File: config.mk
export PLATFORM = sky130hd
export DESIGN_NAME = acr_cfg_regs
export DESIGN_NICKNAME = d
export VERILOG_FILES = /design/src/pkg/acr_pkg.sv /design/src/rtl/acr_spi_slave.sv /design/src/rtl/acr_cfg_regs.sv
export SDC_FILE = /design/constraint.sdc
export NUM_CORES = 1
export LEC_CHECK = 0
export BUFFER_PORTS_ARGS = -buffer_cell sky130_fd_sc_hd__buf_2
export CORE_MARGIN = 5
export CORE_UTILIZATION = 34
export CTS_CLUSTER_DIAMETER = 60
export CTS_CLUSTER_SIZE = 10
export DETAILED_ROUTE_END_ITERATION = 8
export HOLD_SLACK_MARGIN = 0.03
export PLACE_DENSITY = 0.57
export SLEW_MARGIN = 0
export SYNTH_ARGS = -nofsm -noshare
export SYNTH_HDL_FRONTEND = slang
export SYNTH_SLANG_ARGS = --single-unit
File: constraint.sdc
create_clock -name clk -period 2.3 [get_ports clk]
set_clock_uncertainty 0.2 [all_clocks]
set_input_delay 0.23 -clock clk [delete_from_list [all_inputs] [get_ports clk]]
set_output_delay 0.23 -clock clk [all_outputs]
set_load 0.02 [all_outputs]
File: src/pkg/acr_pkg.sv
// Shared constants and types for the input and serializer configuration bank.
package acr_pkg;

  // Register byte addresses on the serial configuration port.
  localparam logic [14:0] ADDR_FS_B_LO = 15'h0032;
  localparam logic [14:0] ADDR_FS_B_HI = 15'h0033;
  localparam logic [14:0] ADDR_REF = 15'h0038;
  localparam logic [14:0] ADDR_STAMP = 15'h003B;
  localparam logic [14:0] ADDR_SER = 15'h0048;
  localparam logic [14:0] ADDR_ROUTE = 15'h0060;

  // Reset values.
  localparam logic [15:0] RST_FS_B = 16'hA000;
  localparam logic [7:0] RST_REF = 8'h00;
  localparam logic [7:0] RST_STAMP = 8'h00;
  localparam logic [7:0] RST_SER = 8'h00;
  localparam logic [7:0] RST_ROUTE = 8'h01;

  // Field positions.
  localparam int REF_SUPPLY_BIT = 0;
  localparam int STAMP_ON_BIT = 0;
  localparam int STAMP_PECL_BIT = 1;
  localparam int EMPH_LSB = 0;
  localparam int EMPH_MSB = 2;
  localparam int EMPH_EXTRA_BIT = 3;
  localparam int SWAP_BIT = 4;
  localparam int SEL_LSB = 0;
  localparam int SEL_MSB = 1;

  // Serial frame: read flag, 15 address bits, 8 data bits.
  localparam logic [4:0] HDR_LAST = 5'h0F;
  localparam logic [4:0] FRAME_LAST = 5'h17;

  // Single-channel input select codes.
  typedef enum logic [1:0] {
    SEL_RESERVED = 2'h0,
    SEL_INPUT_A = 2'h1,
    SEL_INPUT_B = 2'h2,
    SEL_DUAL_DES = 2'h3
  } acr_sel_t;

  // Serial port frame state.
  typedef enum logic [1:0] {
    ST_IDLE = 2'h0,
    ST_HDR = 2'h1,
    ST_DATA = 2'h2,
    ST_DONE = 2'h3
  } acr_spi_st_t;

  // Decoded access from the serial port.
  typedef struct packed {
    logic write;
    logic [14:0] addr;
    logic [7:0] data;
  } acr_req_t;

endpackage

File: src/rtl/acr_spi_slave.sv
// Serial configuration port slave, oversampled on the core clock.
`timescale 1ns/1ps
`default_nettype none
module acr_spi_slave (
  input wire logic clk, // Core clock.
  input wire logic reset_n, // Asynchronous reset, active low.
  input wire logic sclk, // Serial clock pin.
  input wire logic cs_n, // Chip select pin, active low.
  input wire logic sdi, // Serial data in pin.
  input wire logic [7:0] rd_data, // Read data for req_ff.addr.
  output logic sdo, // Serial data out.
  output logic sdo_oe, // Drive enable for sdo.
  output acr_pkg::acr_req_t req, // Current access.
  output logic req_valid // One-cycle write strobe.
);

  logic [2:0] s1_ff;
  logic [2:0] s2_ff;
  logic sclk_d_ff;
  logic [23:0] sh_ff;
  logic [4:0] cnt_ff;
  acr_pkg::acr_spi_st_t st_ff;
  acr_pkg::acr_req_t req_ff;
  logic valid_ff;
  logic load_ff;
  logic [7:0] tx_ff;
  logic sdo_ff;
  logic oe_ff;
  logic rise;
  logic fall;
  logic sdi_s;
  logic cs_s;

  // Two-stage synchronisers for the three pins; only stage two is read.
  // Reset levels match the idle pins, so no false clock edge follows reset.
  always_ff @(posedge clk or negedge reset_n) begin
    if (!reset_n) begin
      s1_ff <= 3'h4;
      s2_ff <= 3'h4;
      sclk_d_ff <= 1'b0;
    end else begin
      s1_ff <= {cs_n, sdi, sclk};
      s2_ff <= s1_ff;
      sclk_d_ff <= s2_ff[0];
    end
  end

  assign rise = s2_ff[0] & ~sclk_d_ff;
  assign fall = ~s2_ff[0] & sclk_d_ff;
  assign sdi_s = s2_ff[1];
  assign cs_s = s2_ff[2];

  // Frame sequencing; a short frame is dropped when select rises.
  always_ff @(posedge clk or negedge reset_n) begin
    if (!reset_n) begin
      st_ff <= acr_pkg::ST_IDLE;
      cnt_ff <= 5'h00;
      sh_ff <= 24'h000000;
    end else if (cs_s) begin
      st_ff <= acr_pkg::ST_IDLE;
      cnt_ff <= 5'h00;
    end else begin
      case (st_ff)
        acr_pkg::ST_IDLE: begin
          st_ff <= acr_pkg::ST_HDR;
          cnt_ff <= 5'h00;
        end
        acr_pkg::ST_HDR, acr_pkg::ST_DATA: begin
          if (rise) begin
            sh_ff <= {sh_ff[22:0], sdi_s};
            cnt_ff <= cnt_ff + 5'h01;
            if (cnt_ff == acr_pkg::HDR_LAST) begin
              st_ff <= acr_pkg::ST_DATA;
            end
            if (cnt_ff == acr_pkg::FRAME_LAST) begin
              st_ff <= acr_pkg::ST_DONE;
            end
          end
        end
        acr_pkg::ST_DONE: begin
          st_ff <= acr_pkg::ST_DONE;
        end
        default: begin
          st_ff <= acr_pkg::ST_IDLE;
        end
      endcase
    end
  end

  // Header capture, write strobe and read-data load request.
  always_ff @(posedge clk or negedge reset_n) begin
    if (!reset_n) begin
      req_ff <= '0;
      valid_ff <= 1'b0;
      load_ff <= 1'b0;
    end else begin
      valid_ff <= 1'b0;
      load_ff <= 1'b0;
      if (!cs_s && rise && st_ff == acr_pkg::ST_HDR &&
          cnt_ff == acr_pkg::HDR_LAST) begin
        req_ff.write <= ~sh_ff[14];
        req_ff.addr <= {sh_ff[13:0], sdi_s};
        load_ff <= sh_ff[14];
      end
      if (!cs_s && rise && st_ff == acr_pkg::ST_DATA &&
          cnt_ff == acr_pkg::FRAME_LAST) begin
        req_ff.data <= {sh_ff[6:0], sdi_s};
        valid_ff <= req_ff.write;
      end
    end
  end

  // Read data leaves MSB first, changing on falling serial clock edges.
  always_ff @(posedge clk or negedge reset_n) begin
    if (!reset_n) begin
      tx_ff <= 8'h00;
      sdo_ff <= 1'b0;
      oe_ff <= 1'b0;
    end else if (cs_s) begin
      oe_ff <= 1'b0;
      sdo_ff <= 1'b0;
    end else if (load_ff) begin
      tx_ff <= rd_data;
      oe_ff <= 1'b1;
    end else if (fall && oe_ff && st_ff == acr_pkg::ST_DATA) begin
      sdo_ff <= tx_ff[7];
      tx_ff <= {tx_ff[6:0], 1'b0};
    end
  end

  assign sdo = sdo_ff;
  assign sdo_oe = oe_ff;
  assign req = req_ff;
  assign req_valid = valid_ff;

endmodule
`default_nettype wire

File: src/rtl/acr_cfg_regs.sv
// Input range, reference, timestamp receiver, lane emphasis and routing bank.
`timescale 1ns/1ps
`default_nettype none
// Functional notes
// Input B full-scale code, 16 bits read/write, resets to A000 hex.
// Software keeps the code at or above 2000 hex; lower codes still stored.
// Reference bit 0 selects the analog core supply; bits 7:1 plain storage.
// Timestamp control bit 0 turns the timestamp receiver on.
// Timestamp control bit 1 selects PECL receiver mode; bits 7:2 stored.
// Serializer bits 2:0 set one emphasis level shared by all sixteen lanes.
// Serializer bit 3 adds extra emphasis boost on every lane.
// Dual-channel mode: swap bit 4 clear is straight, set crosses inputs.
// Swap bit is ignored in single-channel modes.
// Select field 1:0 resets to 1: reserved, input A, input B, dual.
// Select field is ignored outside single-channel modes.
// Routing changes take effect only when a calibration starts.
// Software starts calibration by raising the enable, clears it to hold.
// Fields other than routing drive their functions right after a write; all read back.
module acr_cfg_regs (
  input wire logic clk, // Configuration clock, 100 MHz.
  input wire logic reset_n, // Asynchronous reset, active low.
  input wire logic cfg_sclk, // Serial port clock pin.
  input wire logic cfg_cs_n, // Serial port select pin, active low.
  input wire logic cfg_sdi, // Serial port data in pin.
  output logic cfg_sdo, // Serial port data out.
  output logic cfg_sdo_oe, // High while cfg_sdo is driven.
  input wire logic single_channel_mode, // Operating mode is single-channel.
  input wire logic cal_enable, // Calibration enable level.
  output logic [15:0] input_b_fullscale_code, // Input B range trim.
  output logic reference_from_supply, // Reference from core supply.
  output logic stamp_receiver_on, // Timestamp receiver enable.
  output logic stamp_receiver_pecl_mode, // Timestamp receiver PECL mode.
  output logic [2:0] lane_emphasis_level, // Lane pre-emphasis level.
  output logic lane_emphasis_extra, // Lane pre-emphasis boost.
  output logic chan_a_from_input_b, // Channel A samples input B.
  output logic chan_b_from_input_a, // Channel B samples input A.
  output logic chan_b_sampling // Channel B takes part in sampling.
);

  acr_pkg::acr_req_t req;
  logic req_valid;
  logic [7:0] rd_data;
  logic [15:0] fs_b_ff;
  logic [7:0] ref_ff;
  logic [7:0] stamp_ff;
  logic [7:0] ser_ff;
  logic [7:0] route_ff;
  logic [7:0] applied_ff;
  logic cal_d_ff;
  logic cal_start;
  logic a_from_b_ff;
  logic b_from_a_ff;
  logic b_used_ff;
  logic [1:0] sel;
  logic swap;

  // Address match shared by the write and read decoders.
  function automatic logic hit(input logic [14:0] a, input logic [14:0] t);
    hit = (a == t);
  endfunction

  acr_spi_slave u_spi (
    .clk(clk),
    .reset_n(reset_n),
    .sclk(cfg_sclk),
    .cs_n(cfg_cs_n),
    .sdi(cfg_sdi),
    .rd_data(rd_data),
    .sdo(cfg_sdo),
    .sdo_oe(cfg_sdo_oe),
    .req(req),
    .req_valid(req_valid)
  );

  // Register writes; every bit, reserved ones too, is stored.
  always_ff @(posedge clk or negedge reset_n) begin
    if (!reset_n) begin
      fs_b_ff <= acr_pkg::RST_FS_B;
      ref_ff <= acr_pkg::RST_REF;
      stamp_ff <= acr_pkg::RST_STAMP;
      ser_ff <= acr_pkg::RST_SER;
      route_ff <= acr_pkg::RST_ROUTE;
    end else if (req_valid) begin
      if (hit(req.addr, acr_pkg::ADDR_FS_B_LO)) begin
        fs_b_ff[7:0] <= req.data;
      end
      if (hit(req.addr, acr_pkg::ADDR_FS_B_HI)) begin
        fs_b_ff[15:8] <= req.data;
      end
      if (hit(req.addr, acr_pkg::ADDR_REF)) begin
        ref_ff <= req.data;
      end
      if (hit(req.addr, acr_pkg::ADDR_STAMP)) begin
        stamp_ff <= req.data;
      end
      if (hit(req.addr, acr_pkg::ADDR_SER)) begin
        ser_ff <= req.data;
      end
      if (hit(req.addr, acr_pkg::ADDR_ROUTE)) begin
        route_ff <= req.data;
      end
    end
  end

  // Read-back of stored values; unmapped addresses return zero.
  always_comb begin
    rd_data = 8'h00;
    if (hit(req.addr, acr_pkg::ADDR_FS_B_LO)) begin
      rd_data = fs_b_ff[7:0];
    end else if (hit(req.addr, acr_pkg::ADDR_FS_B_HI)) begin
      rd_data = fs_b_ff[15:8];
    end else if (hit(req.addr, acr_pkg::ADDR_REF)) begin
      rd_data = ref_ff;
    end else if (hit(req.addr, acr_pkg::ADDR_STAMP)) begin
      rd_data = stamp_ff;
    end else if (hit(req.addr, acr_pkg::ADDR_SER)) begin
      rd_data = ser_ff;
    end else if (hit(req.addr, acr_pkg::ADDR_ROUTE)) begin
      rd_data = route_ff;
    end
  end

  // Direct trims follow their register bits immediately.
  assign input_b_fullscale_code = fs_b_ff;
  assign reference_from_supply = ref_ff[acr_pkg::REF_SUPPLY_BIT];
  assign stamp_receiver_on = stamp_ff[acr_pkg::STAMP_ON_BIT];
  assign stamp_receiver_pecl_mode = stamp_ff[acr_pkg::STAMP_PECL_BIT];
  assign lane_emphasis_level =
    ser_ff[acr_pkg::EMPH_MSB:acr_pkg::EMPH_LSB];
  assign lane_emphasis_extra = ser_ff[acr_pkg::EMPH_EXTRA_BIT];

  // A rising calibration enable latches the routing the analog core uses.
  always_ff @(posedge clk or negedge reset_n) begin
    if (!reset_n) begin
      cal_d_ff <= 1'b0;
      applied_ff <= acr_pkg::RST_ROUTE;
    end else begin
      cal_d_ff <= cal_enable;
      if (cal_start) begin
        applied_ff <= route_ff;
      end
    end
  end

  assign cal_start = cal_enable & ~cal_d_ff;
  assign sel = applied_ff[acr_pkg::SEL_MSB:acr_pkg::SEL_LSB];
  assign swap = applied_ff[acr_pkg::SWAP_BIT];

  // Sampling input routing from the mode and the calibrated selection.
  always_ff @(posedge clk or negedge reset_n) begin
    if (!reset_n) begin
      a_from_b_ff <= 1'b0;
      b_from_a_ff <= 1'b0;
      b_used_ff <= 1'b1;
    end else if (single_channel_mode) begin
      b_from_a_ff <= 1'b0;
      a_from_b_ff <= (sel == acr_pkg::SEL_INPUT_B);
      b_used_ff <= (sel == acr_pkg::SEL_DUAL_DES);
    end else begin
      a_from_b_ff <= swap;
      b_from_a_ff <= swap;
      b_used_ff <= 1'b1;
    end
  end

  assign chan_a_from_input_b = a_from_b_ff;
  assign chan_b_from_input_a = b_from_a_ff;
  assign chan_b_sampling = b_used_ff;

  // Checks on the stored fields and the routing.
  fs_low_write_a: assert property (@(posedge clk) disable iff (!reset_n)
    req_valid && req.addr == acr_pkg::ADDR_FS_B_LO
    |=> input_b_fullscale_code[7:0] == $past(req.data))
    else $error("input B range low byte not written");
  fs_hold_a: assert property (@(posedge clk) disable iff (!reset_n)
    !req_valid |=> $stable(input_b_fullscale_code))
    else $error("input B range changed without a write");
  ref_write_a: assert property (@(posedge clk) disable iff (!reset_n)
    req_valid && req.addr == acr_pkg::ADDR_REF
    |=> reference_from_supply == $past(req.data[0]))
    else $error("reference select not written");
  stamp_on_a: assert property (@(posedge clk) disable iff (!reset_n)
    req_valid && req.addr == acr_pkg::ADDR_STAMP
    |=> stamp_receiver_on == $past(req.data[0]))
    else $error("timestamp receiver enable not written");
  stamp_pecl_a: assert property (@(posedge clk) disable iff (!reset_n)
    req_valid && req.addr == acr_pkg::ADDR_STAMP
    |=> stamp_receiver_pecl_mode == $past(req.data[1]))
    else $error("timestamp PECL mode not written");
  emph_level_a: assert property (@(posedge clk) disable iff (!reset_n)
    req_valid && req.addr == acr_pkg::ADDR_SER
    |=> lane_emphasis_level == $past(req.data[2:0]))
    else $error("lane emphasis level not written");
  emph_extra_a: assert property (@(posedge clk) disable iff (!reset_n)
    req_valid && req.addr == acr_pkg::ADDR_SER
    |=> lane_emphasis_extra == $past(req.data[3]))
    else $error("lane emphasis boost not written");
  dual_swap_a: assert property (@(posedge clk) disable iff (!reset_n)
    !single_channel_mode |=> chan_a_from_input_b == $past(swap)
    && chan_b_from_input_a == $past(swap) && chan_b_sampling)
    else $error("dual-channel routing does not follow swap");
  single_sel_a: assert property (@(posedge clk) disable iff (!reset_n)
    single_channel_mode |=> !chan_b_from_input_a
    && chan_a_from_input_b == ($past(sel) == acr_pkg::SEL_INPUT_B)
    && chan_b_sampling == ($past(sel) == acr_pkg::SEL_DUAL_DES))
    else $error("single-channel routing wrong or swap not ignored");
  cal_apply_a: assert property (@(posedge clk) disable iff (!reset_n)
    !cal_start |=> $stable(applied_ff))
    else $error("routing changed without calibration start");
  cal_take_a: assert property (@(posedge clk) disable iff (!reset_n)
    cal_start |=> applied_ff == $past(route_ff))
    else $error("calibration start did not take routing");

  fs_write_c: cover property (@(posedge clk) disable iff (!reset_n)
    req_valid && req.addr == acr_pkg::ADDR_FS_B_HI);
  cal_start_c: cover property (@(posedge clk) disable iff (!reset_n)
    cal_start && route_ff != applied_ff);
  swap_on_c: cover property (@(posedge clk) disable iff (!reset_n)
    !single_channel_mode && swap);
  dual_des_c: cover property (@(posedge clk) disable iff (!reset_n)
    single_channel_mode && sel == acr_pkg::SEL_DUAL_DES);

endmodule
`default_nettype wire

* After elaboration in Yosys (flattened, before gate mapping) *
Index checks and enable logic that the tools add are counted.

storage, ports and cells
  register bits after elaboration = 122
  bits in latches = 0
  bits in writable memories = 0
  ROM bits = 0
  input port bits = 7
  output and inout bits = 28
  logic and storage cells = 101
  memories kept = 0

operators by class
  add/sub/neg operators = 1
  multiply operators = 0
  div/mod/pow operators = 0
  $lt $le $gt $ge = 0
  eq/ne operators = 16
  shifts and indexed selects = 0
  multiplexer cells = 26
  bitwise gates (word level) = 8
  reduce and logical (&&, ||, !) cells = 25

operators with widths
  cell                                                               number
  8-bit two-way mux                                                  8
  15-bit by 6-bit == test with 1-bit output (second input constant)  4
  15-bit by 7-bit == test with 1-bit output (second input constant)  2
  2-bit AND reduction                                                10
  1-bit two-way mux                                                  10
  5-bit two-way mux                                                  2
  5-bit one-hot mux with 2 select lines                              1
  2-bit == test (second input constant)                              4
  2-bit two-way mux                                                  4
  1-bit logical AND                                                  7
  2-bit one-hot mux with 3 select lines                              1
  2-bit nonzero test                                                 3
  5-bit by 1-bit adder with 5-bit output (second input constant)     1
  5-bit by 4-bit == test with 1-bit output (second input constant)   1
  5-bit == test (second input constant)                              1
  1-bit inverter                                                     5
  4-bit by 1-bit != test with 1-bit output (second input constant)   1
  1-bit AND                                                          3
  3-bit by 1-bit != test with 1-bit output (second input constant)   1
  3-bit AND reduction                                                1
  3-bit nonzero test                                                 1
  2-bit by 1-bit == test with 1-bit output (second input constant)   1
  2-bit zero test                                                    1
  2-bit by 1-bit != test with 1-bit output (second input constant)   1
  2 further kinds                                                    2

* Depth between registers and ports, before layout *
Gate-level depths: netlist of run 1.

  depth after elaboration = 8
  gate-level depth with buffers = 8
  mapped depth without buffers = 7

* Modules after synthesis *
A second synthesis of run 1 with hierarchy kept.

unflattened totals
  cell total of the unflattened synthesis = 376
  area, all modules = 5383.9 um^2

by module, submodules not included
  module         instances  cells an instance  area each (um^2)  sequential area each (um^2)
  acr_spi_slave  1          184                2721.4            1629.1
  acr_cfg_regs   1          192                2662.6            1382.6

* Worst setup path before layout of run 1 *
Ideal clock, no wire load.

  path kind = register to register
  start = reg u_spi.st_ff[0]
  end = reg u_spi.tx_ff[3]
  setup time = 129 ps
  arrival = 1787 ps
  required time = 1971 ps
  setup slack = 185 ps
  stages on the path, launching flop included = 9
  buffers on the path = 1
  period minus slack after synthesis = 2115 ps
  path through = dfrtp_1 inv_1 ha_1 nand4b_1 or2_2 clkbuf_1 o21a_1 a221oi_1 a21oi_1

on the way
  word-level cells in the longest chain between the ends = 4

ends and longest elaborated chain
  element                               line                  source
  start, declared                       acr_spi_slave.sv:22   acr_pkg::acr_spi_st_t st_ff;
  start signal, assigned                acr_spi_slave.sv:56   st_ff <= acr_pkg::ST_IDLE;
  start signal, assigned                acr_spi_slave.sv:60   st_ff <= acr_pkg::ST_IDLE;
  start signal, assigned                acr_spi_slave.sv:65   st_ff <= acr_pkg::ST_HDR;
  2-bit == test                         acr_spi_slave.sv:125  end else if (fall && oe_ff && st_ff == acr_pkg::ST_DATA) begin
  1-bit logical AND                     acr_spi_slave.sv:125
  2-bit nonzero test (no source line)   -
  2-bit AND reduction (no source line)  -
  end signal, assigned                  acr_spi_slave.sv:123  tx_ff <= rd_data;
  end signal, assigned                  acr_spi_slave.sv:127  tx_ff <= {tx_ff[6:0], 1'b0};
  end, declared                         acr_spi_slave.sv:26   logic [7:0] tx_ff;

No other way between the ends.
A chain may end at the register's enable or synchronous reset.

* Final worst setup path of run 1 *
  start = reg u_spi.req_ff (netlist bit u_spi.req[16])
  end = reg stamp_ff[3]

on the way
  word-level cells in the longest chain between the ends = 2

ends and longest elaborated chain
  element                                    line                 source
  start, declared                            acr_spi_slave.sv:23  acr_pkg::acr_req_t req_ff;
  15-bit by 6-bit == test with 1-bit output  acr_cfg_regs.sv:59   hit = (a == t);
  2-bit AND reduction (no source line)       -
  end signal, assigned                       acr_cfg_regs.sv:80   stamp_ff <= acr_pkg::RST_STAMP;
  end signal, assigned                       acr_cfg_regs.sv:94   stamp_ff <= req.data;
  end, declared                              acr_cfg_regs.sv:45   logic [7:0] stamp_ff;

No other way between the ends.

==> out/qor.yml, run 1 <==
run_status:
  outcome: "finished, final reports clean"
sta:
  timing.setup.tns_ns: 0
  holdWs_ns: 0.0556
  finalCriticalPeriod_ns: 2.14
  worstMarginPinSlew_ns: 0.614
  slew_viol_final: 0
  fmax_mhz: 467
  min_period_over_period_pct: 93.1
  hold_viol: 0
  slew_headroom_pct: 59.0
  setup_viol: 0
  finalWorstSetupSlack_ns: 0.159
  grt_setup_unrepaired: "no"
grt:
  grt_usage_pct: 14.2
  grt_pass1_wl_um: 20000
  grt_start_max_net_pins: 75
  grt_pass1_vias: 3712
  overflow: 0
  antenna_found_initial: 0
final_layout:
  antenna_cells: 0
  ff_latch_area_um2: 3010
  area_growth_pct: 21.5
  final_common_cell: "dfrtp_1"
  post-route-util_pct: 42.2
  multi_input_area_um2: 2170
  fill_cells: 1445
  drive_gt1_share_pct: 40.1
  final_cell_mix: "dfrtp_1, mux2_2, buf_2"
  nNetsFinal: 480
yosys:
  synthArstFlopShare_pct: 100
  yosysSeqAreaShare_pct: 56.9
  syn_nets: 423
  synth_area_um2: 5300
  synthCells: 409
  synth.avg_cell_area_um2: 12.9
  ys_types: 50
  synth_edf_count: 0
  synthFlopType: "dfrtp_1"
  synth_top_area_cell: "dfrtp_1"
  synth_seq_cells: 120
  netlist.area_leader.share_pct: 53.4
  synth.area.top_cells: "dfrtp_1, mux2_2, dfstp_2, nand2_1, ha_1"
  synth_warnings: 0
power_and_ir_drop:
  power_frac_clock_pct: 49.9
  combPwrFrac_pct: 5.7
  p_int_mw: 3.95
  irDropWorstVdd_mv: 0.544
  powerDensity_nw_per_um2: 794
  power_frac_seq_pct: 44.4
  leakage_nw: 3.11
  switching_power_mw: 1.15
  p_sw_share_pct: 22.6
floorplanning:
  die_y_um: 135
  die_area_um2: 18200
  io_pins: 35
  initial_core_util_pct: 34.7
  core_area_um2: 15300
  rows: 45
  die_width_um: 135
worst_setup_path:
  r2r-start: "u_spi.req[16]"
  crit_path_end_kind: "register"
  path_max_fanout: 8
  cpLargestDelayFamily: "simple AND/OR/NAND/NOR gates"
  path_buf_inv: 0
  crit_required_ns: 2.40
  reg2reg_setup_slack_ns: 0.16
  cp.arrival_ns: 2.24
  r2r_end: "stamp_ff[3]"
  rr_worst_depth: 4
  critPathMaxStageDelay_ns: 0.42
  critPathKind: "register to register"
  worstPathCellList: "nor4b_2 > nand4_2 > nor2_2 > mux2_2"
  start_kind: "register"
  slowest_stage: "nor2_2"
cts:
  cts_buffer_depth: 2
  cts-root-buf: "clkbuf_16"
  post_cts_buffers: 0
  htree_num_levels: 4
  clk_pin_slew_ns: 0.05
  clock_latency_ns: 0.41
  cts.repair.resized: 0
  tritoncts: "built"
  clock_sinks: 120
  numCtsBuffers: 17
place:
  place_congestion: 0.796
  pre_cts_ws_ns: 0.132
  dp_hpwl_um: 8210
  numPortBuffers: 34
drt:
  drc: 0
  routed_wl_um: 11700
  viasPerCell: 5.03
  avgRoutedWirePerCell_um: 17.0
  dr.first_iter.drc_count: 236
  via_count: 3472
  drtAntennaViolNets: 0
  drt-pass1-iter-count: 4
hold_path:
  hold_class: "input pin to asynchronous set/reset pin"
flow_run:
  drv_cap: 0
-- area by class of cell --
cell class	instances	share of cell area, %
inverters	6	0.350
clock inverters	8	1.05
repair buffers	57	5.99
well taps	211	4.10
flip-flops and latches	120	46.8
clock buffers	24	7.95
multi-input cells	264	33.7
-- stage by stage --
step | power (mW) | std cells | instance area (um^2)
4_1_cts | 5.17 | 690 | 6430
5_1_grt | 5.33 | 690 | 6430
6_report | 5.11 | 690 | 6430
2_1_floorplan | 2.46 | 409 | 5300
3_3_place_gp | 2.57 | 652 | 5790
3_5_place_dp | 2.59 | 652 | 5790
-- registers in the layout, summed over array words and instances, names as in the netlist, 3 cells and up --
signal,cells
applied_ff,3
input_b_fullscale_code,16
ref_ff,8
route_ff,8
ser_ff,8
stamp_ff,8
u_spi.cnt_ff,5
u_spi.req,24
u_spi.s1_ff,3
u_spi.s2_ff,3
u_spi.sh_ff,15
u_spi.tx_ff,8
-- layer usage --
metal	global-route usage (%)	vias to the layer above	part of all wire [%]
met5	0	-	0
met4	5.03	0	1.5
met3	4.36	15	4.6
met2	22.3	68	49
met1	18.6	1778	45
li1	-	1611	-
-- power groups by stage --
stage	Sequential, mW	Clock [mW]	Combinational (mW)
after global routing	2.28	2.72	0.334
after detailed placement	2.31	0	0.284
after global placement	2.30	0	0.271
final	2.27	2.55	0.289
after CTS	2.27	2.60	0.294
after floorplan	2.27	0	0.185
-- cells by family (layout without fill, tap and decap cells) --
group | after synthesis | count (layout) | share of synthesized area, %
and+or+nand+nor | 94 | 94 | 10.2
DFF | 120 | 120 | 56.9
buffers and inverters | 25 | 95 | 2.13
AOI/OAI and AO/OA | 72 | 72 | 9.74
muxes | 91 | 91 | 19.4
adders and majority gates | 7 | 7 | 1.65
-- Yosys cell counts, types with 6 or more instances --
library cell	instances
dfrtp_1	113
mux2_2	88
nand2_1	28
nor2_1	23
a21oi_1	15
o21ai_0	9
a221oi_1	7
a22o_1	7
clkbuf_1	7
dfstp_2	7
ha_1	7
buf_2	6
inv_1	6
o21a_1	6
o31ai_1	6
o32a_1	6
-- what timing repair did --
action                     in CTS  in global routing
hold buffers                    6                  0
setup endpoints to repair       0                  5
hold endpoints to repair      121                  0
-- worst max path at each step --
stage	endpoint	cells past startpoint	startpoint
3_3_place_gp	input_b_fullscale_code[11]	4	u_spi.req[17]
4_1_cts	input_b_fullscale_code[11]	4	u_spi.req[19]
6_report	stamp_ff[3]	4	u_spi.req[16]
5_1_grt	input_b_fullscale_code[11]	4	u_spi.req[19]
2_1_floorplan	u_spi.tx_ff[3]	8	u_spi.st_ff[0]
3_5_place_dp	input_b_fullscale_code[11]	4	u_spi.req[19]
-- worst reg2reg max path: cells and delay by family (launching register included) --
family           cells  cell delay, ns
flip-flops           1            0.39
AND/OR/NAND/NOR      3            1.05
multiplexers         1            0.39
(Power assumes the default switching activity.)
==> run 2, diff against run 1 <==
Settings changed: RECOVER_POWER set to 100.
==> out/qor.yml, run 2 (synthesis results as in run 1) <==
worst_setup_path:
  critPathKind: "register to register"
  reg2reg_setup_slack_ns: 0.14  # -0.02 ns
  start_kind: "register"
  r2r_end: "u_spi.sh_ff[3]"
  path_max_fanout: 15  # +7
  rr_worst_depth: 5  # +1
  cp.arrival_ns: 2.26  # +0.02 ns
  r2r-start: "u_spi.st_ff[0]"
  crit_path_end_kind: "register"
  crit_required_ns: 2.39  # about the same
sta:
  slew_headroom_pct: 7.61  # -51 points
  holdWs_ns: 0.145  # +0.0893 ns
  worstMarginPinSlew_ns: 1.39  # +0.772 ns
  min_period_over_period_pct: 94.1  # +1.1 points
  grt_setup_unrepaired: "no"
  setup_viol: 0  # unchanged
  finalCriticalPeriod_ns: 2.16  # +0.0242 ns
  slew_viol_final: 0  # unchanged
  timing.setup.tns_ns: 0  # unchanged
  fmax_mhz: 462  # -1.1%
  hold_viol: 0  # unchanged
grt:
  grt_usage_pct: 14.2  # unchanged
  grt_pass1_vias: 3712  # unchanged
  antenna_found_initial: 0  # unchanged
  grt_start_max_net_pins: 75  # unchanged
  grt_pass1_wl_um: 20000  # unchanged
  overflow: 0  # unchanged
drt:
  drt-pass1-iter-count: 4  # unchanged
  dr.first_iter.drc_count: 254  # +7.6%
  drc: 0  # unchanged
  drtAntennaViolNets: 0  # unchanged
  routed_wl_um: 11800  # +0.54%
  via_count: 3471  # -0.029%
  avgRoutedWirePerCell_um: 17.1  # +0.54%
  viasPerCell: 5.03  # about the same
cts:
  numCtsBuffers: 17  # unchanged
  clock_latency_ns: 0.41  # about the same
  clock_sinks: 120  # unchanged
  cts_buffer_depth: 2  # unchanged
  htree_num_levels: 4  # unchanged
  post_cts_buffers: 0  # unchanged
  clk_pin_slew_ns: 0.05  # about the same
  cts-root-buf: "clkbuf_16"
  tritoncts: "built"
power_and_ir_drop:
  leakage_nw: 2.98  # -4.4%
  irDropWorstVdd_mv: 0.543  # -0.23%
  p_int_mw: 3.95  # about the same
  switching_power_mw: 1.15  # about the same
  power_frac_seq_pct: 44.5  # about the same
  combPwrFrac_pct: 5.6  # about the same
  power_frac_clock_pct: 49.9  # about the same
  p_sw_share_pct: 22.6  # about the same
  powerDensity_nw_per_um2: 802  # +0.99%
final_layout:
  area_growth_pct: 20.3
  largest_reg_flops: 24  # unchanged
  drive_gt1_share_pct: 32.4  # -7.7 points
  fin_cells: 690  # unchanged
  final_cell_mix: "dfrtp_1, mux2_2, clkbuf_1"
  fill_cells: 1462  # +1.2%
  antenna_cells: 0  # unchanged
  final_common_cell: "dfrtp_1"
  nNetsFinal: 480  # unchanged
  post-route-util_pct: 41.7  # -0.43 points
run_status:
  outcome: "finished, final reports clean"
hold_path:
  min_from: "u_spi.s1_ff[0]"
  holdPathStages: 0
  hold_class: "register to register"
  min_to: "u_spi.s2_ff[0]"
flow_run:
  drv_cap: 0  # unchanged
place:
  place_congestion: 0.796  # unchanged
  place_inst: 652  # unchanged
  dp_hpwl_um: 8210  # unchanged
  numPortBuffers: 34  # unchanged
floorplanning:
  die_width_um: 135  # unchanged
  io_pins: 35  # unchanged
  rows: 45  # unchanged
  die_area_um2: 18200  # unchanged
  initial_core_util_pct: 34.7  # unchanged
  core_area_um2: 15300  # unchanged
  die_y_um: 135  # unchanged
[run 2: through the flow]
stage	instance area, um^2	worst slack, ns	total power, mW
finish	6370	0.135	5.10
detailed placement	5790	0.132	2.59
global route	6370	0.0290	5.33
global placement	5790	0.168	2.57
floorplan	5300	0.185	2.46
CTS	6430	0.121	5.17
[run 2: routing by layer]
metal / vias to the layer above / GRT usage (%) / part of all wire [%]
li1: 1609 / - / -
met1: 1789 / 18.6 / 46
met2: 56 / 22.3 / 49
met3: 17 / 4.36 / 3.9
met4: 0 / 5.03 / 1.7
met5: - / 0 / 0
[run 2: power groups by stage]
stage               logic [mW]  clock network, mW  registers, mW
floorplan                0.185                  0           2.27
global placement         0.271                  0           2.30
detailed placement       0.284                  0           2.31
CTS                      0.294               2.60           2.27
global route             0.331               2.72           2.28
finish                   0.287               2.55           2.27
[run 2: layout make-up]
class | instances | area [um^2] | area share, %
inverter | 6 | 22.5 | 0.354
multi-input combinational | 264 | 2150 | 33.8
clock inverter | 8 | 67.6 | 1.06
clock buffer | 24 | 512 | 8.04
sequential | 120 | 3010 | 47.3
timing repair buffer | 57 | 335 | 5.27
tap | 211 | 264 | 4.15
[run 2: critical path: stages, from the launching register on]
cell and delay (ns):
dfrtp_1 0.40, inv_1 0.09, ha_1 0.44, and2_1 0.18, clkbuf_2 0.34, mux2_2 0.39
[run 2: worst max-delay path by stage]
stage                        start                    endpoint  slack, ns
global route               reset_n                 route_ff[0]       0.03
finish              u_spi.st_ff[0]              u_spi.sh_ff[3]       0.14
global placement     u_spi.req[17]  input_b_fullscale_code[11]       0.17
floorplan           u_spi.st_ff[0]              u_spi.tx_ff[3]       0.18
detailed placement   u_spi.req[19]  input_b_fullscale_code[11]       0.13
CTS                  u_spi.req[19]  input_b_fullscale_code[11]       0.12
[run 2: what timing repair did]
action,4_1_cts,5_1_grt
hold endpoints to repair,121,0
hold buffers,6,0
resized for setup,0,0
setup endpoints to repair,0,5
